## src/lq_gpio_params.svh

```systemverilog
`ifndef LQ_GPIO_PARAMS_SVH
`define LQ_GPIO_PARAMS_SVH
`define FRM_START 8'hfe
`define FRM_END 8'hff
`define PORT_LQ 8'h23
`define PORT_ERR 8'h22
`define PORT_OUT_A 8'h44
`define PORT_OUT_B 8'h45
`define PORT_HOST_MIN 8'h80
`define ADDR_LOCAL 16'h0000
`define CMD_HIGH 8'h11
`define CMD_LOW 8'h10
`define CMD_READ 8'h12
`define LVL_HIGH 8'h01
`define LVL_LOW 8'h00
`define ERR_BAD_PORT 8'he0
`define QUAL_NO_REPLY 8'h80
`define BAUD_CODE_DEFAULT 8'h08
`define HDR_BYTES 8'h04
`define HDR_IDX_SRC 8'h00
`define HDR_IDX_DST 8'h01
`define HDR_IDX_ALO 8'h02
`define HDR_IDX_AHI 8'h03
`define PAY_MAX 8'h03
`define LQ_PAY_LEN 8'h02
`define OUT_PAY_LEN 8'h01
`define STRAP_SETTLE 2'h3
`define TX_FIXED 4'h6
`endif

```

## src/lq_gpio_pkg.sv

```systemverilog
package lq_gpio_pkg;
  typedef enum {ST_IDLE, ST_LEN, ST_HDR, ST_END, ST_EXEC, ST_MEAS_REQ, ST_MEAS_WAIT,
    ST_SEND} cmd_state_t;
  typedef logic [7:0] byte_t;
endpackage

```

## src/frame_tx_if.sv

```systemverilog
`timescale 1ns/100ps
interface frame_tx_if;
  import lq_gpio_pkg::*;
  logic start;
  logic busy;
  byte_t src;
  byte_t dst;
  logic [15:0] addr;
  byte_t pay0;
  byte_t pay1;
  byte_t pay2;
  logic [1:0] npay;
  modport ctl (output start, src, dst, addr, pay0, pay1, pay2, npay, input busy);
  modport tx (input start, src, dst, addr, pay0, pay1, pay2, npay, output busy);
endinterface

```

## src/frame_tx.sv

```systemverilog
`timescale 1ns/100ps
`include "lq_gpio_params.svh"
module frame_tx
  import lq_gpio_pkg::*;
(
  input wire logic clk,
  input wire logic rst,
  frame_tx_if.tx f,
  output logic tx_valid,
  input wire logic tx_ready,
  output byte_t tx_data
);
  logic busy_q;
  logic [3:0] idx_q;
  byte_t data_q;
  logic [3:0] last;

  // Picks the byte of the frame at a given position; the closing position gives the end byte.
  function automatic byte_t byte_at(input logic [3:0] i);
    byte_t b;
    b = `FRM_END;
    if (i != last) begin
      case (i)
        4'h0: b = `FRM_START;
        4'h1: b = `HDR_BYTES + {6'h00, f.npay};
        4'h2: b = f.src;
        4'h3: b = f.dst;
        4'h4: b = f.addr[7:0];
        4'h5: b = f.addr[15:8];
        `TX_FIXED: b = f.pay0;
        `TX_FIXED + 4'h1: b = f.pay1;
        `TX_FIXED + 4'h2: b = f.pay2;
        default: b = `FRM_END;
      endcase
    end
    return b;
  endfunction

  // Position of the closing byte: the fixed header, then up to three payload bytes.
  assign last = `TX_FIXED + {2'h0, f.npay};

  // Walks the frame one byte per accepted beat.
  always_ff @(posedge clk) begin
    if (rst) begin
      busy_q <= 1'b0;
      idx_q <= 4'h0;
      data_q <= 8'h00;
    end else if (!busy_q && f.start) begin
      busy_q <= 1'b1;
      idx_q <= 4'h0;
      data_q <= `FRM_START;
    end else if (busy_q && tx_ready) begin
      if (idx_q == last) begin
        busy_q <= 1'b0;
      end else begin
        idx_q <= idx_q + 4'h1;
        data_q <= byte_at(idx_q + 4'h1);
      end
    end
  end

  assign f.busy = busy_q;
  assign tx_valid = busy_q;
  assign tx_data = data_q;

  // Every frame opens with the start delimiter.
  AST_TX_START: assert property (@(posedge clk) disable iff (rst)
    !busy_q && f.start |=> tx_valid && tx_data == `FRM_START)
    else $error("frame does not open with start byte");
  // Data stays still while the sink stalls.
  AST_TX_HOLD: assert property (@(posedge clk) disable iff (rst)
    tx_valid && !tx_ready |=> tx_valid && $stable(tx_data))
    else $error("tx data changed while stalled");
endmodule

```

## src/lq_gpio_cmd.sv

```systemverilog
`timescale 1ns/100ps
`include "lq_gpio_params.svh"
// Functional notes
// - Port 0x23 measures two-way link quality from averaged signal strengths.
// - Request frame: ports 80 then 23, node address, target address, delimiters.
// - A request radios a measure command; the target answers with its strength.
// - Reply combines both readings: target address then one quality byte.
// - Quality is signed, higher is better; 0x80 means no reply came.
// - Remote requests are measured too and answered back to the requester.
// - Measurement runs whether or not a route to the target exists.
// - Port 0x44 drives the first spare pin, 0x45 the second.
// - Byte 0x11 drives the pin high, 0x10 low, on receipt.
// - Byte 0x12 leaves the pin and returns a level report.
// - Level report is 0x01 for high and 0x00 for low.
// - Under the forced rate, reads return the stored setting; writes allowed.
// - A restart without a new setting resumes the stored rate.
// - Test strap grounded puts test serial traffic on the spare pins.
// - Ports 0x44/0x45 answer only to node address 0x0000; port 0x23 also to the node's own address.
// - Host source port below 0x80 draws an error frame from port 0x22.
module lq_gpio_cmd
  import lq_gpio_pkg::*;
(
  input wire logic CLK,
  input wire logic RST,
  input wire logic RX_VALID,
  input wire byte_t RX_DATA,
  output logic RX_READY,
  output logic TX_VALID,
  input wire logic TX_READY,
  output byte_t TX_DATA,
  input wire logic [15:0] LOCAL_ADDR,
  output logic MEAS_REQ,
  output logic [15:0] MEAS_TARGET,
  input wire logic MEAS_DONE,
  input wire logic MEAS_REPLIED,
  input wire byte_t LOCAL_RSSI,
  input wire byte_t PEER_RSSI,
  input wire logic REMOTE_REQ,
  input wire logic [15:0] REMOTE_FROM,
  input wire logic [15:0] REMOTE_TARGET,
  output logic REMOTE_READY,
  output logic RESULT_VALID,
  output logic [15:0] RESULT_NODE,
  output logic [15:0] RESULT_TARGET,
  output byte_t RESULT_QUALITY,
  input wire logic BAUD_DEFAULT_STRAP_N,
  input wire logic TEST_MODE_STRAP_N,
  input wire byte_t STORED_BAUD,
  output byte_t BAUD_SEL,
  output byte_t BAUD_READBACK,
  input wire logic TEST_SER_A,
  input wire logic TEST_SER_B,
  output logic SPARE_OUT_A,
  output logic SPARE_OUT_B
);
  // ****************************************
  // Strap capture
  // ****************************************
  logic [1:0] baud_sync_q;
  logic [1:0] test_sync_q;
  logic [1:0] settle_q;
  logic force_baud_q;
  logic test_mode_q;

  // Pin straps pass two flops, then are held once after reset settles.
  always_ff @(posedge CLK) begin
    if (RST) begin
      baud_sync_q <= 2'h3;
      test_sync_q <= 2'h3;
      settle_q <= 2'h0;
      force_baud_q <= 1'b0;
      test_mode_q <= 1'b0;
    end else begin
      baud_sync_q <= {baud_sync_q[0], BAUD_DEFAULT_STRAP_N};
      test_sync_q <= {test_sync_q[0], TEST_MODE_STRAP_N};
      if (settle_q != `STRAP_SETTLE) begin
        settle_q <= settle_q + 2'h1;
        force_baud_q <= !baud_sync_q[1];
        test_mode_q <= !test_sync_q[1];
      end
    end
  end

  // The forced rate steers the line only; reads always see the stored code.
  assign BAUD_SEL = force_baud_q ? `BAUD_CODE_DEFAULT : STORED_BAUD;
  assign BAUD_READBACK = STORED_BAUD;

  // ****************************************
  // Frame parser and dispatcher
  // ****************************************
  cmd_state_t state_q;
  byte_t len_q;
  byte_t idx_q;
  byte_t src_q;
  byte_t dst_q;
  logic [15:0] addr_q;
  byte_t pay_q [3];
  logic remote_q;
  logic [15:0] from_q;
  logic [15:0] target_q;
  logic lvl_a_q;
  logic lvl_b_q;
  byte_t quality;
  logic [8:0] rssi_sum;
  logic rx_take;
  logic tx_sent_q;
  logic [1:0] npay;
  frame_tx_if txf ();

  assign rx_take = RX_VALID && RX_READY;
  assign RX_READY = state_q == ST_IDLE || state_q == ST_LEN || state_q == ST_HDR
    || state_q == ST_END;
  assign REMOTE_READY = state_q == ST_IDLE && !RX_VALID;
  assign npay = (len_q > `HDR_BYTES + `PAY_MAX) ? 2'h3 : 2'(len_q - `HDR_BYTES);

  // Quality is the signed mean of both strengths, or the no-reply mark.
  assign rssi_sum = {LOCAL_RSSI[7], LOCAL_RSSI} + {PEER_RSSI[7], PEER_RSSI};
  assign quality = MEAS_REPLIED ? rssi_sum[8:1] : `QUAL_NO_REPLY;

  // Main sequence: collect a frame, act on it, answer it.
  always_ff @(posedge CLK) begin
    if (RST) begin
      state_q <= ST_IDLE;
      len_q <= 8'h00;
      idx_q <= 8'h00;
      src_q <= 8'h00;
      dst_q <= 8'h00;
      addr_q <= 16'h0000;
      pay_q <= '{8'h00, 8'h00, 8'h00};
      remote_q <= 1'b0;
      from_q <= 16'h0000;
      target_q <= 16'h0000;
      tx_sent_q <= 1'b0;
    end else begin
      case (state_q)
        ST_IDLE: begin
          if (rx_take && RX_DATA == `FRM_START) begin
            state_q <= ST_LEN;
          end else if (REMOTE_REQ && REMOTE_READY) begin
            remote_q <= 1'b1;
            from_q <= REMOTE_FROM;
            target_q <= REMOTE_TARGET;
            state_q <= ST_MEAS_REQ;
          end
        end
        ST_LEN: begin
          if (rx_take) begin
            len_q <= RX_DATA;
            idx_q <= 8'h00;
            state_q <= (RX_DATA < `HDR_BYTES) ? ST_IDLE : ST_HDR;
          end
        end
        ST_HDR: begin
          if (rx_take) begin
            case (idx_q)
              `HDR_IDX_SRC: src_q <= RX_DATA;
              `HDR_IDX_DST: dst_q <= RX_DATA;
              `HDR_IDX_ALO: addr_q[7:0] <= RX_DATA;
              `HDR_IDX_AHI: addr_q[15:8] <= RX_DATA;
              default: begin
                if (idx_q - `HDR_BYTES < `PAY_MAX) pay_q[2'(idx_q - `HDR_BYTES)] <= RX_DATA;
              end
            endcase
            idx_q <= idx_q + 8'h01;
            if (idx_q == len_q - 8'h01) state_q <= ST_END;
          end
        end
        ST_END: begin
          if (rx_take) state_q <= (RX_DATA == `FRM_END) ? ST_EXEC : ST_IDLE;
        end
        ST_EXEC: begin
          state_q <= ST_IDLE;
          if (src_q < `PORT_HOST_MIN) begin
            state_q <= ST_SEND;
          end else if (dst_q == `PORT_LQ && len_q == `HDR_BYTES + `LQ_PAY_LEN
              && (addr_q == `ADDR_LOCAL || addr_q == LOCAL_ADDR)) begin
            remote_q <= 1'b0;
            target_q <= {pay_q[1], pay_q[0]};
            state_q <= ST_MEAS_REQ;
          end else if ((dst_q == `PORT_OUT_A || dst_q == `PORT_OUT_B)
              && addr_q == `ADDR_LOCAL && len_q == `HDR_BYTES + `OUT_PAY_LEN
              && pay_q[0] == `CMD_READ) begin
            state_q <= ST_SEND;
          end
        end
        ST_MEAS_REQ: state_q <= ST_MEAS_WAIT;
        ST_MEAS_WAIT: begin
          if (MEAS_DONE) state_q <= remote_q ? ST_IDLE : ST_SEND;
          if (MEAS_DONE) pay_q[2] <= quality;
        end
        // Holds the reply fields steady until the whole frame has left.
        ST_SEND: begin
          if (txf.start) tx_sent_q <= 1'b1;
          if (tx_sent_q && !txf.busy) begin
            tx_sent_q <= 1'b0;
            state_q <= ST_IDLE;
          end
        end
        default: state_q <= ST_IDLE;
      endcase
    end
  end

  // Radio request pulses once per measurement, no route check needed.
  assign MEAS_REQ = state_q == ST_MEAS_REQ;
  assign MEAS_TARGET = target_q;

  // Result for a remote requester goes out on the radio side.
  always_ff @(posedge CLK) begin
    if (RST) begin
      RESULT_VALID <= 1'b0;
      RESULT_NODE <= 16'h0000;
      RESULT_TARGET <= 16'h0000;
      RESULT_QUALITY <= 8'h00;
    end else begin
      RESULT_VALID <= state_q == ST_MEAS_WAIT && MEAS_DONE && remote_q;
      if (state_q == ST_MEAS_WAIT && MEAS_DONE) begin
        RESULT_NODE <= from_q;
        RESULT_TARGET <= target_q;
        RESULT_QUALITY <= quality;
      end
    end
  end

  // ****************************************
  // Spare outputs
  // ****************************************
  // Level commands land when the frame closes; other bytes are ignored.
  always_ff @(posedge CLK) begin
    if (RST) begin
      lvl_a_q <= 1'b0;
      lvl_b_q <= 1'b0;
    end else if (state_q == ST_EXEC && src_q >= `PORT_HOST_MIN && addr_q == `ADDR_LOCAL
        && len_q == `HDR_BYTES + `OUT_PAY_LEN) begin
      if (dst_q == `PORT_OUT_A && pay_q[0] == `CMD_HIGH) lvl_a_q <= 1'b1;
      if (dst_q == `PORT_OUT_A && pay_q[0] == `CMD_LOW) lvl_a_q <= 1'b0;
      if (dst_q == `PORT_OUT_B && pay_q[0] == `CMD_HIGH) lvl_b_q <= 1'b1;
      if (dst_q == `PORT_OUT_B && pay_q[0] == `CMD_LOW) lvl_b_q <= 1'b0;
    end
  end

  assign SPARE_OUT_A = test_mode_q ? TEST_SER_A : lvl_a_q;
  assign SPARE_OUT_B = test_mode_q ? TEST_SER_B : lvl_b_q;

  // ****************************************
  // Reply frame
  // ****************************************
  // Reply fields depend on which service answers.
  always_comb begin
    txf.start = state_q == ST_SEND && !tx_sent_q && !txf.busy;
    txf.src = dst_q;
    txf.dst = src_q;
    txf.addr = `ADDR_LOCAL;
    txf.pay0 = (dst_q == `PORT_OUT_A ? lvl_a_q : lvl_b_q) ? `LVL_HIGH : `LVL_LOW;
    txf.pay1 = 8'h00;
    txf.pay2 = 8'h00;
    txf.npay = 2'(`OUT_PAY_LEN);
    if (src_q < `PORT_HOST_MIN) begin
      txf.src = `PORT_ERR;
      txf.pay0 = `ERR_BAD_PORT;
      txf.pay1 = src_q;
      txf.npay = 2'(`LQ_PAY_LEN);
    end else if (dst_q == `PORT_LQ) begin
      txf.addr = LOCAL_ADDR;
      txf.pay0 = target_q[7:0];
      txf.pay1 = target_q[15:8];
      txf.pay2 = pay_q[2];
      txf.npay = 2'(`PAY_MAX);
    end
  end

  frame_tx u_tx (
    .clk(CLK),
    .rst(RST),
    .f(txf),
    .tx_valid(TX_VALID),
    .tx_ready(TX_READY),
    .tx_data(TX_DATA)
  );

  AST_NO_REPLY: assert property (@(posedge CLK) disable iff (RST)
    state_q == ST_MEAS_WAIT && MEAS_DONE && !MEAS_REPLIED |=> pay_q[2] == 8'h80)
    else $error("missing reply not marked 0x80");
  AST_MEAS_PULSE: assert property (@(posedge CLK) disable iff (RST)
    MEAS_REQ |=> !MEAS_REQ)
    else $error("measure request longer than one cycle");
  AST_REMOTE_RESULT: assert property (@(posedge CLK) disable iff (RST)
    state_q == ST_MEAS_WAIT && MEAS_DONE && remote_q |=> RESULT_VALID
      && RESULT_NODE == from_q)
    else $error("remote result not returned");
  AST_SET_HIGH: assert property (@(posedge CLK) disable iff (RST)
    state_q == ST_EXEC && src_q >= 8'h80 && dst_q == 8'h44 && addr_q == 16'h0000
      && len_q == 8'h05 && pay_q[0] == 8'h11 |=> lvl_a_q)
    else $error("first pin not set high");
  AST_READ_KEEPS: assert property (@(posedge CLK) disable iff (RST)
    state_q == ST_EXEC && pay_q[0] == 8'h12 |=> $stable(lvl_a_q) && $stable(lvl_b_q))
    else $error("read command changed a pin");
  AST_ERR_PORT: assert property (@(posedge CLK) disable iff (RST)
    txf.start && src_q < 8'h80 |-> txf.src == 8'h22 && txf.pay0 == 8'he0)
    else $error("bad source port not reported");
  AST_TEST_MODE: assert property (@(posedge CLK) disable iff (RST)
    test_mode_q |-> SPARE_OUT_B == TEST_SER_B)
    else $error("test traffic not on spare pin");
  AST_BAUD_FORCE: assert property (@(posedge CLK) disable iff (RST)
    force_baud_q |-> BAUD_SEL == 8'h08 && BAUD_READBACK == STORED_BAUD)
    else $error("forced baud wrong");
endmodule

```

## config.mk

```make
export PLATFORM = sky130hd
export DESIGN_NAME = lq_gpio_cmd
export DESIGN_NICKNAME = d
export VERILOG_FILES = /design/src/lq_gpio_pkg.sv /design/src/frame_tx_if.sv /design/src/frame_tx.sv /design/src/lq_gpio_cmd.sv
export VERILOG_INCLUDE_DIRS = /design/src
export SDC_FILE = /design/constraint.sdc
export NUM_CORES = 1
export LEC_CHECK = 0
export ABC_AREA = 1
export BUFFER_PORTS_ARGS = -buffer_cell sky130_fd_sc_hd__buf_2
export CORE_MARGIN = 2
export CORE_UTILIZATION = 56
export DETAILED_ROUTE_END_ITERATION = 8
export MAX_ROUTING_LAYER = met4
export PLACE_DENSITY = 0.86
export SLEW_MARGIN = 10
export SYNTH_ARGS = -nofsm -noshare
export SYNTH_HDL_FRONTEND = slang
export SYNTH_HIERARCHICAL = 1
export SYNTH_SLANG_ARGS = --single-unit
```

## constraint.sdc

```tcl
create_clock -name CLK -period 2.65 [get_ports CLK]
set_input_delay 0.53 -clock CLK [delete_from_list [all_inputs] [get_ports CLK]]
set_output_delay 0.53 -clock CLK [all_outputs]
set_load 0.02 [all_outputs]
```

==> results_dict.tcl, run 1 <==
set metrics [dict create \
    power_frac_clock_pct 31.3 \
    num_rows 47 \
    synth_edf_count 0 \
    drv_slew 0 \
    fin_nets 1680 \
    synth.distinct_cells 47 \
    antenna_found_initial 0 \
    yosys_warnings 6 \
    setup.worst_path.end_class "flop" \
    synth_seq_area_share_pct 37.14 \
    fillers 1449 \
    area_growth_pct 16.80 \
    async_flop_share_pct 0 \
    vias_per_cell 5.495 \
    clk_pin_slew_ns 0.08 \
    intPower_uw 5055 \
    rsz0062_at_grt "no" \
    crit_path_max_incr_delay_ns 0.47 \
    grt_pass1_vias 9096 \
    finalCritPeriodShare_pct 86.86 \
    cts_tree "done" \
    die_w_um 133.0 \
    io_pins 178 \
    finalHoldViolCount 0 \
    drc_errors 0 \
    final-setup-viol-count 0 \
    switching_power_uw 3152 \
    vdd_drop_max_mv 0.5407 \
    synth.cell_area_um2 9324 \
    cts.sinks 173 \
    cp.buffers_inverters 0 \
    swShare_pct 38.41 \
    critPathMaxFanout 28 \
    port_buffers 177 \
    multi_input_area_um2 4790 \
    grt_max_degree 97 \
    drv_cap 0 \
    ant_nets 0 \
    finalNonFillerCells 1801 \
    seqPwrFrac_pct 38.4 \
    hold-worst-slack_ns 0.2632 \
    cp_slowest_cell "xnor2_2" \
    worst_ep_arrival_time_ns 2.63 \
    post_cts_buffers 0 \
    placed_cells 1769 \
    synth.area.top_cells "dfxtp_1 37%, nand2_1 11%, o21ai_0 8.3%" \
    numCtsBuffers 17 \
    wire_per_inst_um 15.26 \
    preCtsSetupSlack_ns 0.2137 \
    wl_mm 27.49 \
    synth_top_cell_area_share_pct 37.14 \
    synth-main-ff-cell "dfxtp_1" \
    grt_usage_pct 31.63 \
    fmax_mhz 434.4 \
    cts_hold_buffers 0 \
    initial_core_util_pct 56.83 \
    worst_slew_pin_slew_ns 0.6656 \
    ys_ff_latch 173 \
    synth_fp_nets 1534 \
    worst-setup-path-type "reg -> reg" \
    gr-total-overflow 0 \
    p_per_area_nw_per_um2 753.6 \
    synth_most_common_cell "nand2_1" \
    grt_pass1_wl_mm 43.81 \
    cts.path.max_buffers 2 \
    max_slew_margin_pct 55.63 \
    drtPass1Iterations 6 \
    skew_ns 0.01488 \
    antenna_cells 0 \
    vias 9897 \
    coreArea_um2 16410 \
    yosysTopAreaCell "dfxtp_1" \
    gp_congestion 0.9636 \
    status "finished clean" \
    fin_crit_ns 2.302 \
    worstPathRequired_ns 2.98 \
    dieArea_um2 17700 \
    worst_slack_ns 0.3481 \
    clk_latency_ns 0.44 \
    hold_class "in -> reg" \
    cp-start-kind "flop" \
    regArea_um2 3465 \
    cp_cell_sequence "ha_1 -> xnor2_2 -> nor2_4 -> nand2_1 -> nand2_1 -> a21oi_1 -> nand2_2 -> nor2_1 -> nor2_1" \
    leakage_uw 0.005168 \
    drtIter0Drc 1105 \
    postSynthCellCount 1422 \
    p_comb_share_pct 30.4 \
    synthTopCellsByCount "285 x nand2_1, 195 x nor2_1, 173 x dfxtp_1, 159 x inv_1, 154 x o21ai_0" \
    die_h_um 133.0 \
    drive_gt1_share_pct 18.03 \
    avgSynthCellArea_um2 6.557 \
    hpwl_mm 19.60 \
    critical_path.top_delay_family "simple AND/OR/NAND/NOR gates" \
    setup_tns_ns 0 \
    htree_levels 4 \
    cts_root_buffer "clkbuf_16" \
]
-- registers in the layout (all words and copies together) (netlist names), 2 cells and up --
| register | cells |
|---|---|
| state_q | 3 |
| u_tx/idx_q | 4 |
| src_q | 8 |
| len_q | 8 |
| settle_q | 2 |
| RESULT_QUALITY | 8 |
| RESULT_NODE | 16 |
| test_sync_q | 2 |
| RESULT_TARGET | 16 |
| from_q | 16 |
| idx_q | 8 |
| pay_q | 24 |
| baud_sync_q | 2 |
| addr_q | 16 |
| MEAS_TARGET | 16 |
| u_tx/tx_data | 8 |
| dst_q | 8 |
-- final cells by class --
| type | count | area share [%] |
|---|---|---|
| repair buffers | 204 | 10.11 |
| flip-flops and latches | 173 | 31.81 |
| clock inverters | 14 | 1.551 |
| well taps | 220 | 2.528 |
| inverters | 173 | 5.986 |
| multi-input cells | 999 | 43.98 |
| clock buffers | 18 | 4.033 |
-- path summary, 6_finish.rpt --
check,start,endpoint,slack (ns),cells after the start
worst min register to register,baud_sync_q[1],force_baud_q,0.41,1
worst max register to register,u_tx/idx_q[0],u_tx/tx_data[7],0.35,9
worst max-delay path,u_tx/idx_q[0],u_tx/tx_data[7],0.35,9
worst min-delay path,BAUD_DEFAULT_STRAP_N,baud_sync_q[0],0.26,2
-- cells by family after synthesis --
group,synth area share [%]
AO/OA/AOI/OAI,17.15
XOR/XNOR,0.4564
adder cells (fa/ha/maj),2.899
buffers and inverters,11.57
flip-flops,37.14
multiplexers,0.1208
AND/OR/NAND/NOR,30.66
-- metrics by stage --
step                utilization (%)  total power, uW  area [um^2]
floorplan                         -             4953         9324
global placement              62.65             5563        10280
detailed placement            62.65             5619        10280
CTS                           66.35             8180        10890
global route                  66.38             8624        10890
finish                        66.38             8207        10890
-- routing by layer --
metal | vias up | routed length [um] | track usage (%) | part of all wire [%]
met2 | 463 | 12640 | 49.74 | 46
met3 | 121 | 2280 | 6.092 | 8.3
met4 | 0 | 1345 | 15.95 | 4.9
li1 | 4867 | - | - | -
met5 | - | 0 | - | 0
met1 | 4446 | 11230 | 38.84 | 41
-- placed cells by master (no fill, tap or decap), types with 8 or more instances in the layout --
cell and n:
nand2_1 284, nor2_1 195, buf_2 177, dfxtp_1 172, inv_1 158, o21ai_0 154, a21oi_1 137, nand3_1 115
buf_4 26, ha_1 20, clkbuf_16 17, nor3_1 16, nand4_1 15, inv_2 10, nor2_4 8
-- power groups by stage --
| stage | Combinational (uW) | Clock, uW | Sequential, uW |
|---|---|---|---|
| 4_1_cts | 2450 | 2590 | 3140 |
| 6_report | 2490 | 2570 | 3150 |
| 5_1_grt | 2760 | 2690 | 3180 |
| 3_5_place_dp | 2420 | 0 | 3200 |
| 3_3_place_gp | 2380 | 0 | 3190 |
| 2_1_floorplan | 1710 | 0 | 3250 |
-- timing repair --
action                                 CTS  global route
resized for setup                        0             2
endpoints found under the hold margin    0             0
setup endpoints to repair                0             6
No activity file was read; power rests on OpenSTA's default activity.
==> run 2, diff against run 1 <==
--- a/config.mk
+++ b/config.mk
@@ -10,8 +10,8 @@
 export BUFFER_PORTS_ARGS = -buffer_cell sky130_fd_sc_hd__buf_2
 export CORE_MARGIN = 2
 export CORE_UTILIZATION = 56
+export CTS_BUF_LIST = sky130_fd_sc_hd__clkbuf_8 sky130_fd_sc_hd__clkbuf_16
 export DETAILED_ROUTE_END_ITERATION = 8
-export MAX_ROUTING_LAYER = met4
 export PLACE_DENSITY = 0.86
 export SLEW_MARGIN = 10
 export SYNTH_ARGS = -nofsm -noshare
==> results_dict.tcl, run 2 (synthesized netlist as in run 1, its figures left out) <==
set metrics [dict create \
    num_rows 47 \
    vdd_drop_max_mv 0.5265 \
    grtUsageMet2_pct 51.53 \
    preCtsSetupSlack_ns 0.1748 \
    grt_usage_pct 30.47 \
    finalCritPeriodShare_pct 92.18 \
    cts.sinks 173 \
    cts.path.max_buffers 2 \
    finalHoldViolCount 0 \
    vias_per_cell 5.464 \
    area_growth_pct 16.89 \
    drtIter0Drc 1042 \
    grt_pass1_wl_mm 43.42 \
    cts_tree "done" \
    die_w_um 133.0 \
    die_h_um 133.0 \
    fillers 1426 \
    port_buffers 177 \
    antenna_found_initial 0 \
    dieArea_um2 17700 \
    worst_slew_pin_slew_ns 0.6352 \
    antenna_cells 0 \
    use_met1_pct 37.85 \
    cts_resized 0 \
    grt_pass1_vias 8894 \
    hold_class "in -> reg" \
    worst_slack_ns 0.2071 \
    htree_levels 4 \
    hpwl_mm 19.57 \
    drc_errors 0 \
    p_per_area_nw_per_um2 758.1 \
    worst_ep_arrival_time_ns 2.76 \
    critPathMaxFanout 13 \
    coreArea_um2 16410 \
    clk_latency_ns 0.44 \
    leakage_uw 0.005176 \
    initial_core_util_pct 56.83 \
    post_cts_buffers 0 \
    final_cell_mix "284 x nand2_1, 195 x nor2_1, 177 x buf_2, 173 x dfxtp_1, 159 x inv_1" \
    drv_slew 0 \
    setup.worst_path.end_class "flop" \
    drv_cap 0 \
    mostFrequentLayoutCell "nand2_1" \
    numCtsBuffers 17 \
    largest-register "pay_q" \
    worstPathRequired_ns 2.97 \
    cts_root_buffer "clkbuf_16" \
    fmax_mhz 409.4 \
    status "finished clean" \
    grt_max_degree 48 \
    skew_ns 0.01112 \
    vias 9836 \
    use_met3_pct 6.015 \
    cp-start-kind "flop" \
    clk_pin_slew_ns 0.07 \
    drive_gt1_share_pct 17.85 \
    wire_per_inst_um 15.15 \
    fin_nets 1680 \
    busiest_layer "met2" \
    worst-setup-path-type "reg -> reg" \
    cts_hold_buffers 0 \
    rsz0062_at_grt "no" \
    io_pins 178 \
    setup_tns_ns 0 \
    final-setup-viol-count 0 \
    drtPass1Iterations 8 \
    ant_nets 0 \
    gp_congestion 0.9440 \
    gr-total-overflow 0 \
    fin_crit_ns 2.443 \
    max_slew_margin_pct 57.65 \
    largest_register_ffs 24 \
    wl_mm 27.27 \
]
-- run 2: report_power, final --
part / internal, uW / switching [uW] / total, uW / leakage (uW)
clock: 1500 / 1130 / 2630 / 0.000303
sequential: 2870 / 274 / 3150 / 0.00140
combinational: 807 / 1680 / 2490 / 0.00347
-- run 2: area by class of cell --
class                      count  area [um^2]  share of cell area (%)
multi-input combinational    999         4790                   43.94
clock inverter                14        180.2                   1.653
sequential                   173         3463                   31.78
timing repair buffer         204         1114                   10.22
tap                          220        275.3                   2.526
clock buffer                  17        425.4                   3.903
inverter                     173        651.9                   5.981
-- run 2: per-stage QoR --
stage | util [%] | std cells | hold slack [ns] | cell area (um^2) | power, uW
floorplan | - | 1422 | 0.3872 | 9324 | 4953
CTS | 66.42 | 1800 | 0.2648 | 10900 | 8225
global placement | 62.72 | 1769 | 0.3895 | 10290 | 5562
finish | 66.43 | 1800 | 0.2716 | 10900 | 8263
detailed placement | 62.72 | 1769 | 0.3924 | 10290 | 5621
global route | 66.43 | 1800 | 0.2774 | 10900 | 8654
-- run 2: worst paths after layout --
path | slack, ns | depth (start not counted) | to | startpoint
max reg2reg | 0.21 | 13 | u_tx/tx_data[1] | state_q[2]
min | 0.27 | 2 | baud_sync_q[0] | BAUD_DEFAULT_STRAP_N
max | 0.21 | 13 | u_tx/tx_data[1] | state_q[2]
min reg2reg | 0.40 | 1 | force_baud_q | baud_sync_q[1]
-- run 2: critical path, cell delays in order (launching register included) --
cell     delay (ns)
dfxtp_1        0.56
inv_4          0.11
nor2_1         0.26
inv_1          0.09
nor3_1         0.26
inv_1          0.09
nor2_1         0.20
inv_1          0.08
nand2_2        0.20
nand2_1        0.10
nor2_1         0.14
nand3_2        0.09
nor2_1         0.10
nor2_1         0.05
-- run 2: per-layer routing --
metal / wire length [um] / share of wire, %
met5: 0 / 0
met2: 12840 / 47
met4: 992 / 3.6
met1: 11150 / 41
met3: 2277 / 8.4
==> run 3, diff against run 2 <==
--- a/config.mk
+++ b/config.mk
@@ -10,11 +10,10 @@
 export BUFFER_PORTS_ARGS = -buffer_cell sky130_fd_sc_hd__buf_2
 export CORE_MARGIN = 2
 export CORE_UTILIZATION = 56
-export CTS_BUF_LIST = sky130_fd_sc_hd__clkbuf_8 sky130_fd_sc_hd__clkbuf_16
+export CTS_BUF_LIST = sky130_fd_sc_hd__clkbuf_16
 export DETAILED_ROUTE_END_ITERATION = 8
 export PLACE_DENSITY = 0.86
 export SLEW_MARGIN = 10
 export SYNTH_ARGS = -nofsm -noshare
 export SYNTH_HDL_FRONTEND = slang
-export SYNTH_HIERARCHICAL = 1
 export SYNTH_SLANG_ARGS = --single-unit
==> results_dict.tcl, run 3 <==
set metrics [dict create \
    cts_root_buffer "clkbuf_16" \
    grt_usage_pct 31.56 \
    synth.distinct_cells 44 \
    area_growth_pct 17.81 \
    final-setup-viol-count 0 \
    max_slew_margin_pct 49.51 \
    yosys_warnings 0 \
    gp_congestion 0.9963 \
    finalCritPeriodShare_pct 85.04 \
    drv_cap 0 \
    async_flop_share_pct 0 \
    worstPathRequired_ns 2.12 \
    fin_crit_ns 2.254 \
    die_h_um 130.9 \
    skew_ns 0.009838 \
    cts.path.max_buffers 2 \
    synth_top_cell_area_share_pct 38.39 \
    worst-setup-path-type "reg -> out" \
    fin_nets 1598 \
    vias 9610 \
    synth.cell_area_um2 9021 \
    ant_nets 0 \
    dieArea_um2 17140 \
    postSynthCellCount 1334 \
    placed_cells 1684 \
    num_rows 46 \
    p_per_area_nw_per_um2 687.8 \
    largest_register_ffs 24 \
    drive_gt1_share_pct 17.53 \
    setup_tns_ns 0 \
    cts_tree "done" \
    grt_pass1_wl_mm 42.12 \
    post_cts_buffers 0 \
    avgSynthCellArea_um2 6.762 \
    status "finished clean" \
    synth.area.top_cells "dfxtp_1 38%, nand2_1 12%, a21oi_1 7.9%" \
    antenna_found_initial 0 \
    port_buffers 177 \
    grt_max_degree 70 \
    rsz0062_at_grt "no" \
    synth-main-ff-cell "dfxtp_1" \
    reg2reg_from "u_tx.idx_q[0]" \
    cts_hold_buffers 0 \
    finalNonFillerCells 1716 \
    coreArea_um2 15830 \
    synth_most_common_cell "nand2_1" \
    drtPass1Iterations 9 \
    clk_latency_ns 0.45 \
    drc_errors 0 \
    htree_levels 4 \
    cts.sinks 173 \
    gr-total-overflow 0 \
    cts_resized 0 \
    hold_class "in -> reg" \
    placed_area_um2 10030 \
    final_cell_mix "300 x nand2_1, 177 x buf_2, 173 x dfxtp_1, 158 x nor2_1, 142 x a21oi_1" \
    vias_per_cell 5.600 \
    largest-register "pay_q" \
    synth_seq_area_share_pct 38.39 \
    synth_edf_count 0 \
    fillers 1394 \
    hold_start "TEST_MODE_STRAP_N" \
    worst_ep_arrival_time_ns 1.72 \
    hpwl_mm 19.98 \
    critPathMaxFanout 18 \
    leakage_uw 0.004846 \
    initial_core_util_pct 57.00 \
    fmax_mhz 443.7 \
    critPathLaunch "state_q[2]" \
    synth_fp_nets 1445 \
    wl_mm 27.15 \
    finalHoldViolCount 0 \
    mostFrequentLayoutCell "nand2_1" \
    wire_per_inst_um 15.82 \
    die_w_um 130.9 \
    final_area_um2 10630 \
    worst_slew_pin_slew_ns 0.7574 \
    drtIter0Drc 1068 \
    cp-start-kind "flop" \
    clk_pin_slew_ns 0.07 \
    drv_slew 0 \
    io_pins 178 \
    antenna_cells 0 \
    yosysTopAreaCell "dfxtp_1" \
    vdd_drop_max_mv 0.5651 \
    grt_pass1_vias 8381 \
    setup.worst_path.end_class "primary output" \
    ys_ff_latch 173 \
    synthTopCellsByCount "300 x nand2_1, 173 x dfxtp_1, 158 x nor2_1, 142 x a21oi_1, 126 x inv_1" \
    numCtsBuffers 17 \
]
## run 3: cell count changes in the layout (fill, tap and decap cells not counted), sizes merged, moves of 4 or more
cell    delta
o21ai     -57
nor2      -43
inv       -40
a211oi    +31
xor2      +17
nand2     +13
buf        -5
nand3      -5
nor3       +5
a31oi      -4
## run 3: final timing paths
kind / to / slack [ns] / cells past startpoint
hold / removal: test_sync_q[0] / 0.27 / 2
setup reg to reg: u_tx.tx_data[6] / 0.44 / 11
hold reg to reg: baud_sync_q[1] / 0.42 / 1
setup / recovery: REMOTE_READY / 0.40 / 5
## run 3: final cells by class
class | count | area (um^2) | share of cell area [%]
clock buffer | 17 | 425.4 | 4.003
clock inverter | 15 | 172.7 | 1.625
inverter | 133 | 501.7 | 4.721
multi-input combinational | 963 | 4731 | 44.51
sequential | 173 | 3463 | 32.59
tap | 216 | 270.3 | 2.543
timing repair buffer | 199 | 1064 | 10.01
## run 3: kinds of logic (layout without fill, tap and decap cells)
| group | Yosys count | in the layout | synth area share [%] |
|---|---|---|---|
| and+or+nand+nor | 637 | 637 | 30.33 |
| AOI/OAI and AO/OA | 285 | 285 | 17.13 |
| buffers and inverters | 198 | 364 | 9.168 |
| DFF | 173 | 173 | 38.39 |
| xor gates and xnor gates | 21 | 21 | 2.122 |
| adders and majority gates | 20 | 20 | 2.857 |
## run 3: critical path, stage by stage (launching register included)
cell,delay (ns)
dfxtp_1,0.37
inv_4,0.12
nand2_2,0.10
nor3_4,0.22
buf_4,0.28
buf_2,0.20
## run 3: per-stage QoR
| step | hold slack [ns] | power [uW] | setup slack, ns | utilization [%] |
|---|---|---|---|---|
| floorplan | 0.3873 | 4278 | 0.8428 | - |
| global placement | 0.3896 | 4801 | 0.5928 | 63.37 |
| detailed placement | 0.4010 | 4830 | 0.5167 | 63.37 |
| CTS | 0.2608 | 7292 | 0.3970 | 67.15 |
| global route | 0.2702 | 7667 | 0.1841 | 67.15 |
| finish | 0.2676 | 7310 | 0.3964 | 67.15 |
## run 3: metal layers
layer / vias to the layer above / share of wire (%) / track usage, %
met5: - / 0 / 0
met4: 0 / 3.2 / 11.95
met3: 85 / 10 / 7.655
met2: 530 / 46 / 49.08
met1: 4305 / 41 / 42.63
li1: 4690 / - / -
## run 3: power by group
group          leakage (uW)  internal (uW)  switching, uW
Sequential          0.00140           2790            221
Combinational       0.00316            592           1230
Clock              0.000287           1270           1210
